===== src/rtl/rsp_params.svh =====
`ifndef RSP_PARAMS_SVH
`define RSP_PARAMS_SVH

// widths of the configuration word and result packets
`define RSP_WORD_BITS   12
`define RSP_CODE_BITS   3
`define RSP_CHANNELS    4
`define RSP_RESULT_BITS 16
`define RSP_PKT_BITS    24
`define RSP_PKT_LAST    5'h17
`define RSP_WORD_LAST   4'hB

// reset value of the range register: code 7 on every channel
`define RSP_CFG_RESET   12'hFFF

// clock rate and times
`define RSP_CLK_MHZ     50
`define RSP_STARTUP_US  10000
`define RSP_CONV_BASE_NS 500
`define RSP_CONV_CH_NS  600

// depth of the word buffer in the configuration path
`define RSP_BUF_DEPTH   2

`endif


===== src/rtl/rsp_pkg.sv =====
package rsp_pkg;

    // phase of the conversion cycle as seen by the serial port
    typedef enum logic [1:0] {
        PH_STARTUP,
        PH_WINDOW,
        PH_CONVERT
    } rsp_phase_t;

    // state of the serial port, apart from its word buffer
    typedef struct packed {
        logic        clk_s1;
        logic        clk_s2;
        logic        clk_d;
        logic        cfg_s1;
        logic        cfg_s2;
        logic        cs_s1;
        logic        cs_s2;
        logic        cnv_s1;
        logic        cnv_s2;
        logic        cnv_d;
        logic        mode_s1;
        logic        mode_s2;
        rsp_phase_t  phase;
        logic [19:0] timer;
        logic [11:0] range_cfg;
        logic [11:0] conv_range;
        logic [3:0]  ch_en;
        logic [11:0] shreg;
        logic [3:0]  bit_cnt;
        logic        word_pend;
        logic [11:0] word;
        logic [63:0] results;
        logic [4:0]  out_bit;
        logic [1:0]  out_ch;
        logic        result_serial_out;
        logic        sdo_oe;
        logic        echo;
        logic        echo_oe;
        logic        busy;
        logic        win;
    } rsp_state_t;

endpackage : rsp_pkg


===== src/rtl/rsp_pair_buffer.sv =====
`timescale 1ns/1ns
`include "rsp_params.svh"

module rsp_pair_buffer
    import rsp_pkg::*;
#(
    parameter int WIDTH = `RSP_WORD_BITS,
    parameter int DEPTH = `RSP_BUF_DEPTH
) (
    // clock and reset
    input  wire logic             i_clk,
    input  wire logic             i_nrst,
    // filling side
    input  wire logic             i_in_valid,
    input  wire logic [WIDTH-1:0] i_in_data,
    output logic                  o_in_ready,
    // draining side
    output logic                  o_out_valid,
    output logic [WIDTH-1:0]      o_out_data,
    input  wire logic             i_out_ready
);

    localparam int PW = $clog2(DEPTH);

    typedef struct packed {
        logic [DEPTH-1:0][WIDTH-1:0] mem;
        logic [PW-1:0]               rd;
        logic [PW-1:0]               wr;
        logic [PW:0]                 cnt;
    } rsp_buf_t;

    rsp_buf_t s;
    rsp_buf_t next_s;
    logic     push;
    logic     pop;

    // full and empty come straight from the occupancy count
    assign o_in_ready  = (s.cnt != (PW+1)'(DEPTH));
    assign o_out_valid = (s.cnt != '0);
    assign o_out_data  = s.mem[s.rd];
    assign push        = i_in_valid & o_in_ready;
    assign pop         = o_out_valid & i_out_ready;

    // pointer and count update
    always_comb begin
        next_s = s;
        if (push) begin
            next_s.mem[s.wr] = i_in_data;
            next_s.wr = (s.wr == PW'(DEPTH-1)) ? '0 : s.wr + 1'b1;
        end
        if (pop) begin
            next_s.rd = (s.rd == PW'(DEPTH-1)) ? '0 : s.rd + 1'b1;
        end
        next_s.cnt = s.cnt + (PW+1)'(push) - (PW+1)'(pop);
    end

    always_ff @(posedge i_clk) begin
        if (!i_nrst) begin
            s <= '0;
        end else begin
            s <= next_s;
        end
    end

endmodule : rsp_pair_buffer


===== src/rtl/rsp_serial_port.sv =====
`timescale 1ns/1ns
`include "rsp_params.svh"

// Behaviour
// range register is 12 bits, resets to all ones (code 7 everywhere).
// words accepted only inside a window; they apply to the next conversion.
// code 000 disables a channel and shortens the next conversion.
// CMOS: fewer than 12 rising edges in a window leaves register unchanged.
// CMOS: the 12th rising edge completes a word that loads the register.
// an all-zero word is never loaded.
// every further full 12-bit group is a new word; trailing bits dropped.
// host sends word in first 12 clocks; register overwritten after 12th.
// host keeps config input low after an update or for no update.
// window opens 10 ms after reset and whenever busy falls.
// host ends each transaction 20 ns before the next conversion.
// reading after conversion start is allowed but hurts accuracy.
// LVDS: output loaded with newest result, channel 0 first, as busy falls.
// LVDS: one bit per clock edge, input clock echoed with the data.
// host should capture LVDS data on the echoed clock edges.
// LVDS: config input sampled on both clock edges.
// outputs driven only while chip select is low.
// LVDS: host idles the shift clock low, also around chip select.
// packet is 16-bit result, three zeros, 2-bit channel, 3-bit code.
// packets go channel 0,1,2,3 and wrap for as long as clocking lasts.
// host captures 48 double-edge cycles per window for full rate.
// shift clock up to 250 MHz must work; the 50 MHz sampler here only resolves slow bench clocks.
// CMOS: config input sampled on rising edges only.
// channel n takes its code from word bits 3n+2 down to 3n.
// received-bit counter cleared whenever a window opens.
module rsp_serial_port
    import rsp_pkg::*;
#(
    parameter int STARTUP_CYCLES = `RSP_STARTUP_US * `RSP_CLK_MHZ,
    parameter int CONV_BASE_NS   = `RSP_CONV_BASE_NS,
    parameter int CONV_CH_NS     = `RSP_CONV_CH_NS
) (
    // clock and reset
    input  wire logic        i_clk,
    input  wire logic        i_nrst,
    // link pins from the host
    input  wire logic        i_input_shift_clock,
    input  wire logic        i_config_serial_in,
    input  wire logic        i_cs_n,
    input  wire logic        i_conv_start,
    input  wire logic        i_lvds_mode,
    // link pins to the host
    output logic             o_result_serial_out,
    output logic             o_result_serial_oe,
    output logic             o_echoed_clock_out,
    output logic             o_echoed_clock_oe,
    output logic             o_busy,
    // converter core
    input  wire logic [63:0] i_results,
    output logic [11:0]      o_input_range_select,
    output logic [3:0]       o_ch_enable,
    output logic             o_window_open
);

    // conversion time derived from the clock rate, rounded up
    localparam int BASE_CYC = (CONV_BASE_NS * `RSP_CLK_MHZ + 999) / 1000;
    localparam int CH_CYC   = (CONV_CH_NS * `RSP_CLK_MHZ + 999) / 1000;

    rsp_state_t s;
    rsp_state_t next_s;

    logic        rise;
    logic        fall;
    logic        cnv_edge;
    logic        cfg_edge;
    logic        out_edge;
    logic        buf_ready;
    logic        pop_valid;
    logic [11:0] pop_data;
    logic        pop_ready;
    logic [11:0] word_now;

    // conversion length grows with the number of enabled channels
    function automatic logic [19:0] conv_cycles(input logic [3:0] en);
        logic [19:0] n;
        n = 20'(BASE_CYC);
        for (int i = 0; i < `RSP_CHANNELS; i++) begin
            if (en[i]) begin
                n = n + 20'(CH_CYC);
            end
        end
        return n;
    endfunction : conv_cycles

    // one packet bit: result, three zeros, channel id, range code
    function automatic logic pkt_bit(input logic [63:0] res,
                                     input logic [1:0]  ch,
                                     input logic [11:0] rng,
                                     input logic [4:0]  bitn);
        logic [23:0] p;
        p = {res[16*ch +: 16], 3'h0, ch, rng[3*ch +: 3]};
        return p[bitn];
    endfunction : pkt_bit

    // channel enables from the range codes, code 000 is off
    function automatic logic [3:0] enables(input logic [11:0] rng);
        logic [3:0] e;
        for (int i = 0; i < `RSP_CHANNELS; i++) begin
            e[i] = (rng[3*i +: 3] != 3'h0);
        end
        return e;
    endfunction : enables

    // edges seen on the synchronised shift clock; the 50 MHz sampler only
    // resolves slow bench clocks, a real 250 MHz link needs a fast capture
    assign rise     = s.clk_s2 & ~s.clk_d;
    assign fall     = ~s.clk_s2 & s.clk_d;
    assign cnv_edge = s.cnv_s2 & ~s.cnv_d;
    // config sampled rising only in CMOS, both edges in LVDS
    assign cfg_edge = s.win & ~s.cs_s2
                    & (rise | (s.mode_s2 & fall));
    // output moves on every edge in LVDS, rising only in CMOS
    assign out_edge = ~s.cs_s2 & (rise | (s.mode_s2 & fall));
    assign word_now = {s.shreg[10:0], s.cfg_s2};
    // hold the drain while a conversion launches so its range is settled
    assign pop_ready = ~cnv_edge;

    rsp_pair_buffer #(
        .WIDTH (`RSP_WORD_BITS),
        .DEPTH (`RSP_BUF_DEPTH)
    ) u_word_buf (
        .i_clk       (i_clk),
        .i_nrst      (i_nrst),
        .i_in_valid  (s.word_pend),
        .i_in_data   (s.word),
        .o_in_ready  (buf_ready),
        .o_out_valid (pop_valid),
        .o_out_data  (pop_data),
        .i_out_ready (pop_ready)
    );

    // next state of the whole port
    always_comb begin
        next_s = s;
        // two-flop synchronisers for every pin from the host
        next_s.clk_s1  = i_input_shift_clock;
        next_s.clk_s2  = s.clk_s1;
        next_s.clk_d   = s.clk_s2;
        next_s.cfg_s1  = i_config_serial_in;
        next_s.cfg_s2  = s.cfg_s1;
        next_s.cs_s1   = i_cs_n;
        next_s.cs_s2   = s.cs_s1;
        next_s.cnv_s1  = i_conv_start;
        next_s.cnv_s2  = s.cnv_s1;
        next_s.cnv_d   = s.cnv_s2;
        next_s.mode_s1 = i_lvds_mode;
        next_s.mode_s2 = s.mode_s1;

        // word handed to the buffer; a stall keeps it pending
        if (s.word_pend && buf_ready) begin
            next_s.word_pend = 1'b0;
        end

        // shift in config bits; each full group of 12 is a word
        if (cfg_edge) begin
            next_s.shreg = word_now;
            if (s.bit_cnt == `RSP_WORD_LAST) begin
                next_s.bit_cnt = 4'h0;
                if (word_now != 12'h000) begin
                    next_s.word      = word_now;
                    next_s.word_pend = 1'b1;
                end
            end else begin
                next_s.bit_cnt = s.bit_cnt + 4'h1;
            end
        end

        // buffered word takes effect right away
        if (pop_valid && pop_ready) begin
            next_s.range_cfg = pop_data;
        end

        // output shifter walks the packets of channels 0..3 in a ring
        if (out_edge) begin
            if (s.out_bit == 5'h00) begin
                next_s.out_bit = `RSP_PKT_LAST;
                next_s.out_ch  = s.out_ch + 2'h1;
            end else begin
                next_s.out_bit = s.out_bit - 5'h01;
            end
            next_s.echo = s.mode_s2 ? s.clk_s2 : ~s.echo;
        end

        unique case (s.phase)
            PH_STARTUP: begin
                if (s.timer == 20'h00000) begin
                    next_s.phase   = PH_WINDOW;
                    next_s.win     = 1'b1;
                    next_s.bit_cnt = 4'h0;
                end else begin
                    next_s.timer = s.timer - 20'h00001;
                end
            end
            PH_WINDOW: begin
                if (cnv_edge) begin
                    next_s.phase      = PH_CONVERT;
                    next_s.busy       = 1'b1;
                    next_s.win        = 1'b0;
                    next_s.bit_cnt    = 4'h0;
                    next_s.conv_range = next_s.range_cfg;
                    next_s.timer      = conv_cycles(enables(
                                            next_s.range_cfg));
                end
            end
            PH_CONVERT: begin
                if (s.timer == 20'h00000) begin
                    next_s.phase   = PH_WINDOW;
                    next_s.busy    = 1'b0;
                    next_s.win     = 1'b1;
                    next_s.bit_cnt = 4'h0;
                    // newest results, channel 0 first, echo forced low
                    next_s.results = i_results;
                    next_s.out_ch  = 2'h0;
                    next_s.out_bit = `RSP_PKT_LAST;
                    next_s.echo    = 1'b0;
                end else begin
                    next_s.timer = s.timer - 20'h00001;
                end
            end
        endcase

        next_s.ch_en   = enables(next_s.range_cfg);
        next_s.result_serial_out     = pkt_bit(next_s.results, next_s.out_ch,
                                 next_s.conv_range, next_s.out_bit);
        // pins released while chip select is high
        next_s.sdo_oe  = ~s.cs_s2;
        next_s.echo_oe = ~s.cs_s2;
    end

    // state register; reset restores code 7 and clears results
    always_ff @(posedge i_clk) begin
        if (!i_nrst) begin
            s            <= '0;
            s.phase      <= PH_STARTUP;
            s.timer      <= 20'(STARTUP_CYCLES);
            s.range_cfg  <= `RSP_CFG_RESET;
            s.conv_range <= `RSP_CFG_RESET;
            s.ch_en      <= 4'hF;
            s.out_bit    <= `RSP_PKT_LAST;
            s.cs_s1      <= 1'b1;
            s.cs_s2      <= 1'b1;
        end else begin
            s <= next_s;
        end
    end

    // outputs straight from the state register
    assign o_result_serial_out  = s.result_serial_out;
    assign o_result_serial_oe   = s.sdo_oe;
    assign o_echoed_clock_out   = s.echo;
    assign o_echoed_clock_oe    = s.echo_oe;
    assign o_busy               = s.busy;
    assign o_input_range_select = s.range_cfg;
    assign o_ch_enable          = s.ch_en;
    assign o_window_open        = s.win;
endmodule : rsp_serial_port


===== config.mk =====
export PLATFORM = sky130hd
export DESIGN_NAME = rsp_serial_port
export DESIGN_NICKNAME = d
export VERILOG_FILES = /design/src/rtl/rsp_pkg.sv /design/src/rtl/rsp_pair_buffer.sv /design/src/rtl/rsp_serial_port.sv
export VERILOG_INCLUDE_DIRS = /design/src /design/src/rtl
export SDC_FILE = /design/constraint.sdc
export NUM_CORES = 1
export LEC_CHECK = 0
export BUFFER_PORTS_ARGS = -buffer_cell sky130_fd_sc_hd__buf_2
export CAP_MARGIN = 40
export CORE_UTILIZATION = 30
export DETAILED_ROUTE_END_ITERATION = 12
export HOLD_SLACK_MARGIN = 0.15
export PLACE_DENSITY = 0.44
export SLEW_MARGIN = 10
export SYNTH_ARGS = -nofsm -noshare
export SYNTH_HDL_FRONTEND = slang
export SYNTH_SLANG_ARGS = --single-unit

===== constraint.sdc =====
create_clock -name i_clk -period 3.62 [get_ports i_clk]
set_input_delay 0.362 -clock i_clk [delete_from_list [all_inputs] [get_ports i_clk]]
set_output_delay 0.362 -clock i_clk [all_outputs]
set_load 0.05 [all_outputs]

==> metrics.md, run 1 <==
| Metric | Value |
|---|---|
| Least-Margin Pin Slew | 0.784 ns |
| P_leak | 4.04 nW |
| DRC violations left | 0 |
| Min Hold Slack | 0.162 ns |
| Routed wl met3 | 1200 µm |
| Syn. warnings | 0 |
| Synthesis-stage register bit count | 194 |
| Worst-Skew Late Latency | 0.44 ns |
| Tmin final | 3.15 ns |
| Die height | 176 µm |
| Crit path required time | 3.94 ns |
| CP Capture Type | register |
| Worst clock skew | 0.0150 ns |
| Routed wire length | 26200 µm |
| Filler cell count | 3213 |
| Final design instance area without fill | 10600 µm² |
| Post-CTS Setup Inserts | 0 |
| Vias | 7920 |
| DRT iter0 DRCs | 462 |
| Uppermost layer routed | met4 |
| Synth Instances | 1121 |
| Slew HR | 47.6% |
| N_diodes | 0 |
| Initial Util | 30.5% |
| Mean Syn Cell Area | 8.06 µm² |
| Final-stage net count | 1282 |
| Maximum clock rate | 0.318 GHz |
| Worst Path Max Fanout | 8 |
| Final cycle utilization of the critical path | 86.9% |
| Max Root-Sink Buffers | 2 |
| Core Rows | 63 |
| CTS H-tree depth | 4 |
| R2r setup slk | 0.47 ns |
| Max Slew Vio Count | 0 |
| Commonest non-fill, non-tap cells in the layout | 269 x nand2_1, 194 x dfxtp_1, 128 x a21oi_1, 92 x buf_2, 81 x nor2_1 |
| Netlist cell types | 76 |
| Setup WS pre-CTS | 0.575 ns |
| Top cell type's share of synthesized area | 43.0% |
| Vias per cell | 4.94 |
| Post-DP Area | 9820 µm² |
| RSZ-0062 raised after global routing | no |
| Hold Fails Final Rpt | 0 |
| RR Startpoint | s[8] |
| # port buffers | 92 |
| Core footprint | 29600 µm² |
| Seq/Total Area, Yosys | 43.0% |
| Layout cells sized above 1 | 14.7% |
| Power, Total | 5.49 mW |
| Post-route ant nets | 0 |
| Setup violators final | 0 |
| GP Congestion | 0.825 |
| Setup TNS | 0 ns |
| Synth area leader | dfxtp_1 |
| DR pass1 iterations | 4 |
| Post-Layout Cell Count | 1602 |
| WL met2 | 11600 µm |
| Commonest non-fill, non-tap cell in the layout | nand2_1 |
| Post-synth ARST share | 0% |
| EDFF count, synth | 0 |
| Mapped Area | 9030 µm² |
| Main area contributors after synthesis | dfxtp_1 43%, nand2_1 11%, a21oi_1 7.1% |
| GRT Overall Usage | 17.4% |
| Layout area overhead | 17.9% |
| Detailed placement HPWL | 18600 µm |
| Cell count after placement | 1548 |
| Pin count of the biggest net entering global routing | 71 |
| PnR worst setup slack | 0.473 ns |
| Antenna violations before repair | 0 |
| CTS tree | yes |
| Worst path arrival time | 3.47 ns |
| Clock Tree Root | clkbuf_16 |
| Ys flop type | dfxtp_1 |
| Clk pin slew, worst setup/hold paths | 0.08 ns |
| Num ports | 93 |
| Peak supply drop | 0.296 mV |
| Power Density | 516 nW/µm² |
| Status | complete, no violations |
| Met1 WL | 13200 µm |
| Die area | 30800 µm² |
| Vias in the first global route | 7492 |
| CTS Buf Count | 17 |
| Max-cap violation count | 0 |
| Fin util | 35.9% |
| Die W | 176 µm |
| Clock Sinks | 194 |
| HP Start | i_results[23] |
| First-pass GRT wire length | 42100 µm |
| Hold Path Class | primary input to register |
| Detailed-route wire length per cell | 16.4 µm |
| Post_cts resized | 0 |
| CP Launch Type | register |
| Crit Path Class | register to register |
| Critical path origin | s[8] |
| Grt ovf | 0 |
| Synthesized Nets | 1204 |
==> cell usage after synthesis (7+ instances only) <==
cell and number:
nand2_1 269, dfxtp_1 194, a21oi_1 128, nor2_1 81, mux2i_1 60, clkbuf_1 47
o21ai_0 26, nand3_1 23, nor3_1 21, buf_4 18, inv_1 17, o211ai_1 17
and2_1 16, xnor2_1 16, buf_2 13, ha_1 11, nand4_1 11, xor2_1 9
nand2b_1 8, or3_1 8, a31oi_1 7, nor4_1 7, o21ai_1 7, o221ai_1 7
==> critical path, stage by stage (launching register included) <==
cell and delay [ns]:
dfxtp_1 0.39, inv_1 0.17, ha_1 0.17, nor4b_2 0.37, o211ai_1 0.31, xnor2_1 0.70, o311ai_0 0.33, nor4b_1 0.23
a211oi_1 0.24, o211ai_1 0.12
==> sequential cells by signal (all words and copies together), names as in the netlist <==
register,cells
next_s,7
o_result_serial_out,1
o_echoed_clock_oe,1
o_busy,1
s,138
o_echoed_clock_out,1
o_ch_enable,4
u_word_buf.s,28
o_window_open,1
o_input_range_select,12
==> worst paths after layout <==
check,endpoint,cells after the start
min reg2reg,s[161],1
max,o_result_serial_out,9
min,s[36],3
max reg2reg,o_result_serial_out,9
==> final cells by class <==
type	instances	area [µm²]	area share (%)
clock buffers	17	425	4.00
repair buffers	143	898	8.44
flip-flops and latches	194	3880	36.5
well taps	390	488	4.58
multi-input cells	823	4690	44.0
inverters	20	77.6	0.729
clock inverters	15	185	1.74
==> power by group <==
part	switching (mW)	internal, mW	total (mW)
sequential	0.155	2.24	2.40
combinational	0.745	0.409	1.15
clock	0.998	0.942	1.94
==> logic make-up after synthesis <==
logic type | synth area share [%]
multiplexers | 7.52
AO/OA/AOI/OAI | 15.4
buffers and inverters | 5.25
flip-flops | 43.0
AND/OR/NAND/NOR | 24.5
adder cells (fa/ha/maj) | 1.75
XOR/XNOR | 2.60
==> timing repair <==
action	4_1_cts	5_1_grt
hold endpoints to repair	20	2
endpoints found under the setup margin	0	0
hold buffers	20	2
==> layer usage <==
layer	global-route usage [%]	up-vias
met1	25.0	3750
met2	26.4	143
met5	0	-
met3	3.59	16
met4	4.31	0
li1	-	4011
Note: power is estimated with default switching activity, not from simulation.
==> run 2, diff against run 1 <==
--- a/config.mk
+++ b/config.mk
@@ -11,7 +11,7 @@
 export CORE_UTILIZATION = 30
 export DETAILED_ROUTE_END_ITERATION = 12
 export HOLD_SLACK_MARGIN = 0.15
-export PLACE_DENSITY = 0.44
+export PLACE_DENSITY = 0.54
 export SLEW_MARGIN = 10
 export SYNTH_ARGS = -nofsm -noshare
 export SYNTH_HDL_FRONTEND = slang
==> constraint.sdc (replaced) <==
create_clock -name i_clk -period 3 [get_ports i_clk]
set_input_delay 0.3 -clock i_clk [delete_from_list [all_inputs] [get_ports i_clk]]
set_output_delay 0.3 -clock i_clk [all_outputs]
set_load 0.05 [all_outputs]
==> metrics.md, run 2 (same netlist as run 1, synthesis figures left out) <==
| Metric | Value |
|---|---|
| Status | complete, no violations (unchanged) |
| Post-Layout Cell Count | 1671 (was 1602) |
| Tmin final | 2.88 ns (was 3.15 ns) |
| CTS Buf Count | 17 (unchanged) |
| Cell count after placement | 1569 (was 1548) |
| DRC violations left | 0 (unchanged) |
| Setup violators final | 0 (unchanged) |
| Final-stage net count | 1351 (was 1282) |
| Hold Fails Final Rpt | 0 (unchanged) |
| Grt ovf | 0 (unchanged) |
| Worst Path Max Fanout | 6 (was 8) |
| Worst clock skew | 0.0102 ns (was 0.0150 ns) |
| Core Rows | 63 (unchanged) |
| Routed wire length | 25200 µm (was 26200 µm) |
| Num ports | 93 (unchanged) |
| Worst path arrival time | 3.25 ns (was 3.47 ns) |
| Max Root-Sink Buffers | 2 (unchanged) |
| Commonest non-fill, non-tap cells in the layout | 269 x nand2_1, 194 x dfxtp_1, 128 x a21oi_1, 92 x buf_2, 81 x nor2_1 (unchanged) |
| RSZ-0062 raised after global routing | yes (was no) |
| Biggest register | s (unchanged) |
| Hold Path Class | primary input to register (unchanged) |
| Vias per cell | 4.87 (was 4.94) |
| Power, Total | 6.92 mW (was 5.49 mW) |
| Post-route ant nets | 0 (unchanged) |
| Clock Tree Root | clkbuf_16 (unchanged) |
| N_diodes | 0 (unchanged) |
| Pin count of the biggest net entering global routing | 120 (was 71) |
| Maximum clock rate | 0.347 GHz (was 0.318 GHz) |
| RR Startpoint | s[9] (was s[8]) |
| Initial Util | 30.5% (unchanged) |
| CTS tree | yes (unchanged) |
| Final cycle utilization of the critical path | 96.1% (was 86.9%) |
| Layout area overhead | 25.8% (was 17.9%) |
| R2r setup slk | 0.12 ns (was 0.47 ns) |
| Vias | 8142 (was 7920) |
| Max Slew Vio Count | 0 (unchanged) |
| GRT Overall Usage | 16.6% (was 17.4%) |
| Crit Path Class | register to register (unchanged) |
| DRT iter0 DRCs | 480 (was 462) |
| Critical path origin | s[9] (was s[8]) |
| Power Density | 609 nW/µm² (was 516 nW/µm²) |
| CP Launch Type | register (unchanged) |
| R2R depth | 12 (was 9) |
| Max-cap violation count | 0 (unchanged) |
| Layout cells sized above 1 | 16.1% (was 14.7%) |
| Peak supply drop | 0.433 mV (was 0.296 mV) |
| Reg2reg end | o_result_serial_out (unchanged) |
| Antenna violations before repair | 0 (unchanged) |
| Clock Sinks | 194 (unchanged) |
| Core footprint | 29600 µm² (unchanged) |
| Die height | 176 µm (unchanged) |
| # port buffers | 92 (unchanged) |
| CP Capture Type | register (unchanged) |
| Number of flip-flops under the largest register name | 138 (unchanged) |
| P_leak | 4.38 nW (was 4.04 nW) |
| Slew HR | 45.9% (was 47.6%) |
| Crit path required time | 3.37 ns (was 3.94 ns) |
| Least-Margin Pin Slew | 0.809 ns (was 0.784 ns) |
| Clk pin slew, worst setup/hold paths | 0.07 ns (was 0.08 ns) |
| Commonest non-fill, non-tap cell in the layout | nand2_1 (unchanged) |
| First-pass GRT wire length | 40500 µm (was 42100 µm) |
| CTS H-tree depth | 4 (unchanged) |
| Detailed-route wire length per cell | 15.1 µm (was 16.4 µm) |
| Worst-Skew Late Latency | 0.44 ns (about the same) |
| DR pass1 iterations | 5 (was 4) |
| Vias in the first global route | 7689 (was 7492) |
| CP Capture Point | o_result_serial_out (unchanged) |
| Die area | 30800 µm² (unchanged) |
| GP Congestion | 0.871 (was 0.825) |
| Die W | 176 µm (unchanged) |
| Detailed placement HPWL | 17700 µm (was 18600 µm) |
==> run 2: per-stage QoR <==
step	hold slack, ns	setup TNS [ns]	util, %	setup slack [ns]	instance area [µm²]
6_report	0.187	0	38.3	0.117	11400
2_1_floorplan	0.386	0	-	0.118	9030
4_1_cts	0.170	0	38.1	0.0101	11300
3_5_place_dp	0.425	0	33.7	0.0179	9980
3_3_place_gp	0.438	0	33.7	0.126	9980
5_1_grt	0.186	-0.0130	38.3	-0.0130	11400
==> run 2: layout make-up <==
type	instances	area (µm²)
fill	3112	18300
multi-input combinational	823	4730
sequential	194	3880
timing repair buffer	212	1550
clock buffer	23	488
tap	390	488
clock inverter	9	143
inverter	20	76.3
==> run 2: what timing repair did <==
item | in CTS | in global routing
hold buffers | 68 | 0
gates resized for setup | 0 | 11
setup endpoints to repair | 0 | 4
hold endpoints to repair | 68 | 0
setup buffers | 0 | 2
==> run 2: worst min-delay path by stage <==
stage                        from  cells after the start     endpoint  slack, ns
floorplan             next_s[161]                      1       s[161]       0.39
global placement      next_s[163]                      1       s[163]       0.44
detailed placement    next_s[166]                      1  next_s[165]       0.43
CTS                 i_results[15]                      3        s[28]       0.17
global route        i_results[15]                      3        s[28]       0.19
finish              i_results[15]                      3        s[28]       0.19
==> run 2: where the power goes <==
part           internal, mW  total [mW]  switching [mW]  leakage [nW]
combinational         0.644        1.64            1.00          2.50
sequential             2.71        2.83           0.121          1.57
clock                  1.41        2.44            1.03         0.309
total                  4.76        6.92            2.15          4.38
==> run 2: worst max-delay path: stages (launching register included) <==
cell	delay, ns
dfxtp_1	0.32
inv_1	0.08
ha_1	0.17
nor4b_2	0.27
buf_4	0.18
o211ai_1	0.27
xnor2_2	0.41
nand2_1	0.21
a21oi_1	0.18
a21oi_1	0.08
a311oi_1	0.32
a211oi_1	0.14
o211ai_1	0.19
==> run 2: metal layers <==
metal	GRT usage, %	share of wire (%)	up-vias
met2	26.9	46	147
met5	0	0	-
met3	3.31	4.4	19
li1	-	-	4133
met1	22.2	48	3843
met4	4.75	1.3	0
==> run 3, diff against run 2 <==
--- a/config.mk
+++ b/config.mk
@@ -12,6 +12,7 @@
 export DETAILED_ROUTE_END_ITERATION = 12
 export HOLD_SLACK_MARGIN = 0.15
 export PLACE_DENSITY = 0.54
+export SETUP_SLACK_MARGIN = 0.15
 export SLEW_MARGIN = 10
 export SYNTH_ARGS = -nofsm -noshare
 export SYNTH_HDL_FRONTEND = slang
==> metrics.md, run 3 (same netlist as run 1, synthesis figures left out) <==
| Metric | Value |
|---|---|
| Filler cell count | 3110 (was 3112) |
| # port buffers | 92 (unchanged) |
| GP Congestion | 0.848 (was 0.871) |
| GRT Overall Usage | 16.6% (about the same) |
| Post-DP Area | 10000 µm² (was 9980 µm²) |
| Clock Tree Root | clkbuf_16 (unchanged) |
| Commonest non-fill, non-tap cells in the layout | 267 x nand2_1, 193 x dfxtp_1, 128 x a21oi_1, 92 x buf_2, 81 x nor2_1 (was 269 x nand2_1, 194 x dfxtp_1, 128 x a21oi_1, 92 x buf_2, 81 x nor2_1) |
| Worst path arrival time | 3.02 ns (was 3.25 ns) |
| Antenna violations before repair | 0 (unchanged) |
| P_leak | 4.32 nW (was 4.38 nW) |
| Die W | 176 µm (unchanged) |
| N_diodes | 0 (unchanged) |
| Peak supply drop | 0.432 mV (was 0.433 mV) |
| Vias per cell | 4.94 (was 4.87) |
| Cell family with most CP delay | compound AO/OA/AOI/OAI gates (unchanged) |
| Power Density | 581 nW/µm² (was 609 nW/µm²) |
| Biggest register | s (unchanged) |
| Tmin final | 2.71 ns (was 2.88 ns) |
| DRT iter0 DRCs | 586 (was 480) |
| DR pass1 iterations | 5 (unchanged) |
| Grt ovf | 0 (unchanged) |
| Setup TNS | 0 ns (unchanged) |
| Slew HR | 50.5% (was 45.9%) |
| Switching Share | 32.4% (was 31.1%) |
| Routed wire length | 25500 µm (was 25200 µm) |
| RSZ-0062 raised after global routing | no (was yes) |
| Vias | 8241 (was 8142) |
| Clk pin slew, worst setup/hold paths | 0.07 ns (about the same) |
| Layout area overhead | 25.2% (was 25.8%) |
| Worst-Skew Late Latency | 0.43 ns (was 0.44 ns) |
| Least-Margin Pin Slew | 0.739 ns (was 0.809 ns) |
| CTS Buf Count | 17 (unchanged) |
| Layout cells sized above 1 | 17.1% (was 16.1%) |
| Final design instance area without fill | 11300 µm² (was 11400 µm²) |
| Die height | 176 µm (unchanged) |
| HP Start | i_results[48] (was i_results[15]) |
| Number of flip-flops under the largest register name | 138 (unchanged) |
| Post-route ant nets | 0 (unchanged) |
| Slowest-stage cell, CP | or4b_4 (was xnor2_2) |
| Critical-path cell list | inv_2, ha_1, or4b_4, a21oi_4, xnor2_1, buf_4, mux2i_1, o221ai_1, a21oi_1, mux2i_1, a211oi_2, o211ai_1 (was inv_1, ha_1, nor4b_2, buf_4, o211ai_1, xnor2_2, nand2_1, a21oi_1, a21oi_1, a311oi_1, a211oi_1, o211ai_1) |
| Crit path required time | 3.31 ns (was 3.37 ns) |
| Maximum clock rate | 0.369 GHz (was 0.347 GHz) |
| CTS tree | yes (unchanged) |
| PnR worst setup slack | 0.293 ns (was 0.117 ns) |
| Worst Path Max Fanout | 8 (was 6) |
| Sequential Power Share | 43.4% (was 40.9%) |
| First-pass GRT wire length | 40500 µm (about the same) |
| Comb pwr share | 24.5% (was 23.8%) |
| DRC violations left | 0 (unchanged) |
| Status | complete, no violations (unchanged) |
| Final-stage net count | 1349 (was 1351) |
| Setup violators final | 0 (unchanged) |
| Worst clock skew | 0.0122 ns (was 0.0102 ns) |
| Crit Path Class | register to register (unchanged) |
| Clock power share | 32.1% (was 35.3%) |
| Detailed-route wire length per cell | 15.3 µm (was 15.1 µm) |
| Reg area | 3880 µm² (about the same) |
| Vias in the first global route | 7567 (was 7689) |
| Num ports | 93 (unchanged) |
| Most used cell, CP | mux2i_1 |
| RR Startpoint | s[8] (was s[9]) |
| CP Capture Type | register (unchanged) |
| Max Slew Vio Count | 0 (unchanged) |
| Initial Util | 30.5% (unchanged) |
| Core Rows | 63 (unchanged) |
| R2r setup slk | 0.29 ns (was 0.12 ns) |
| Crit path buf inv count | 2 (unchanged) |
| Pin count of the biggest net entering global routing | 57 (was 120) |
| Hold Fails Final Rpt | 0 (unchanged) |
| Clock Sinks | 194 (unchanged) |
| Detailed placement HPWL | 18000 µm (was 17700 µm) |
| Net switching power | 2.13 mW (was 2.15 mW) |
| Max Root-Sink Buffers | 2 (unchanged) |
| Hold Path Class | primary input to register (unchanged) |
| Area of the multi-input gates | 4780 µm² (was 4730 µm²) |
| Critical path origin | s[8] (was s[9]) |
| Die area | 30800 µm² (unchanged) |
| Final cycle utilization of the critical path | 90.2% (was 96.1%) |
| Max-cap violation count | 0 (unchanged) |
| CP Launch Type | register (unchanged) |
| Setup WS pre-CTS | 0.0598 ns (was 0.0179 ns) |
| Critical Path Max Stage Delay | 0.53 ns (was 0.41 ns) |
| CTS H-tree depth | 4 (unchanged) |
| Int Power | 4.44 mW (was 4.76 mW) |
| Commonest non-fill, non-tap cell in the layout | nand2_1 (unchanged) |
| Core footprint | 29600 µm² (unchanged) |
run 3: layout make-up:
cell class              instances  share of cell area (%)
clock buffers                  22                    4.19
clock inverters                 8                   0.498
inverters                      20                   0.675
multi-input cells             823                    42.2
flip-flops and latches        194                    34.3
well taps                     390                    4.31
repair buffers                210                    13.8
run 3: worst reg2reg max path, stage by stage, from the launching register on:
cell	delay (ns)
dfxtp_1	0.32
inv_2	0.09
ha_1	0.17
or4b_4	0.53
a21oi_4	0.18
xnor2_1	0.16
buf_4	0.21
mux2i_1	0.24
o221ai_1	0.14
a21oi_1	0.13
mux2i_1	0.10
a211oi_2	0.20
o211ai_1	0.12
run 3: per-stage QoR:
stage	hold slack [ns]	total power, mW	cells	util (%)
final	0.161	6.58	1667	38.2
after CTS	0.151	6.61	1658	37.7
after global placement	0.398	4.40	1564	33.7
after detailed placement	0.407	4.42	1566	33.7
after global routing	0.165	6.91	1667	38.2
after floorplan	0.386	4.04	1121	-
run 3: timing repair:
action | CTS | global route
resized for setup | 5 | 19
hold endpoints to repair | 62 | 0
pin swaps | 1 | 4
hold buffers | 62 | 0
endpoints found under the setup margin | 3 | 9
buffers inserted | 0 | 9
run 3: routing by layer:
metal / up-vias / part of all wire (%) / GRT usage [%]
met5: - / 0 / 0
met4: 0 / 0.97 / 4.38
met3: 20 / 4.2 / 2.68
met2: 153 / 48 / 27.2
met1: 3929 / 47 / 22.6
li1: 4139 / - / -
run 3: path summary, 6_finish.rpt:
check                                            to  cells past startpoint
worst max register to register  o_result_serial_out                     12
worst min-delay path                          s[61]                      3
worst min register to register               s[161]                      1
worst max-delay path            o_result_serial_out                     12
run 3: power by group through the flow:
| stage | registers (mW) | clock network, mW | logic [mW] |
|---|---|---|---|
| floorplan | 2.86 | 0 | 1.18 |
| global placement | 2.91 | 0 | 1.49 |
| detailed placement | 2.91 | 0 | 1.51 |
| CTS | 2.85 | 2.17 | 1.58 |
| global route | 2.87 | 2.28 | 1.76 |
| finish | 2.85 | 2.11 | 1.61 |
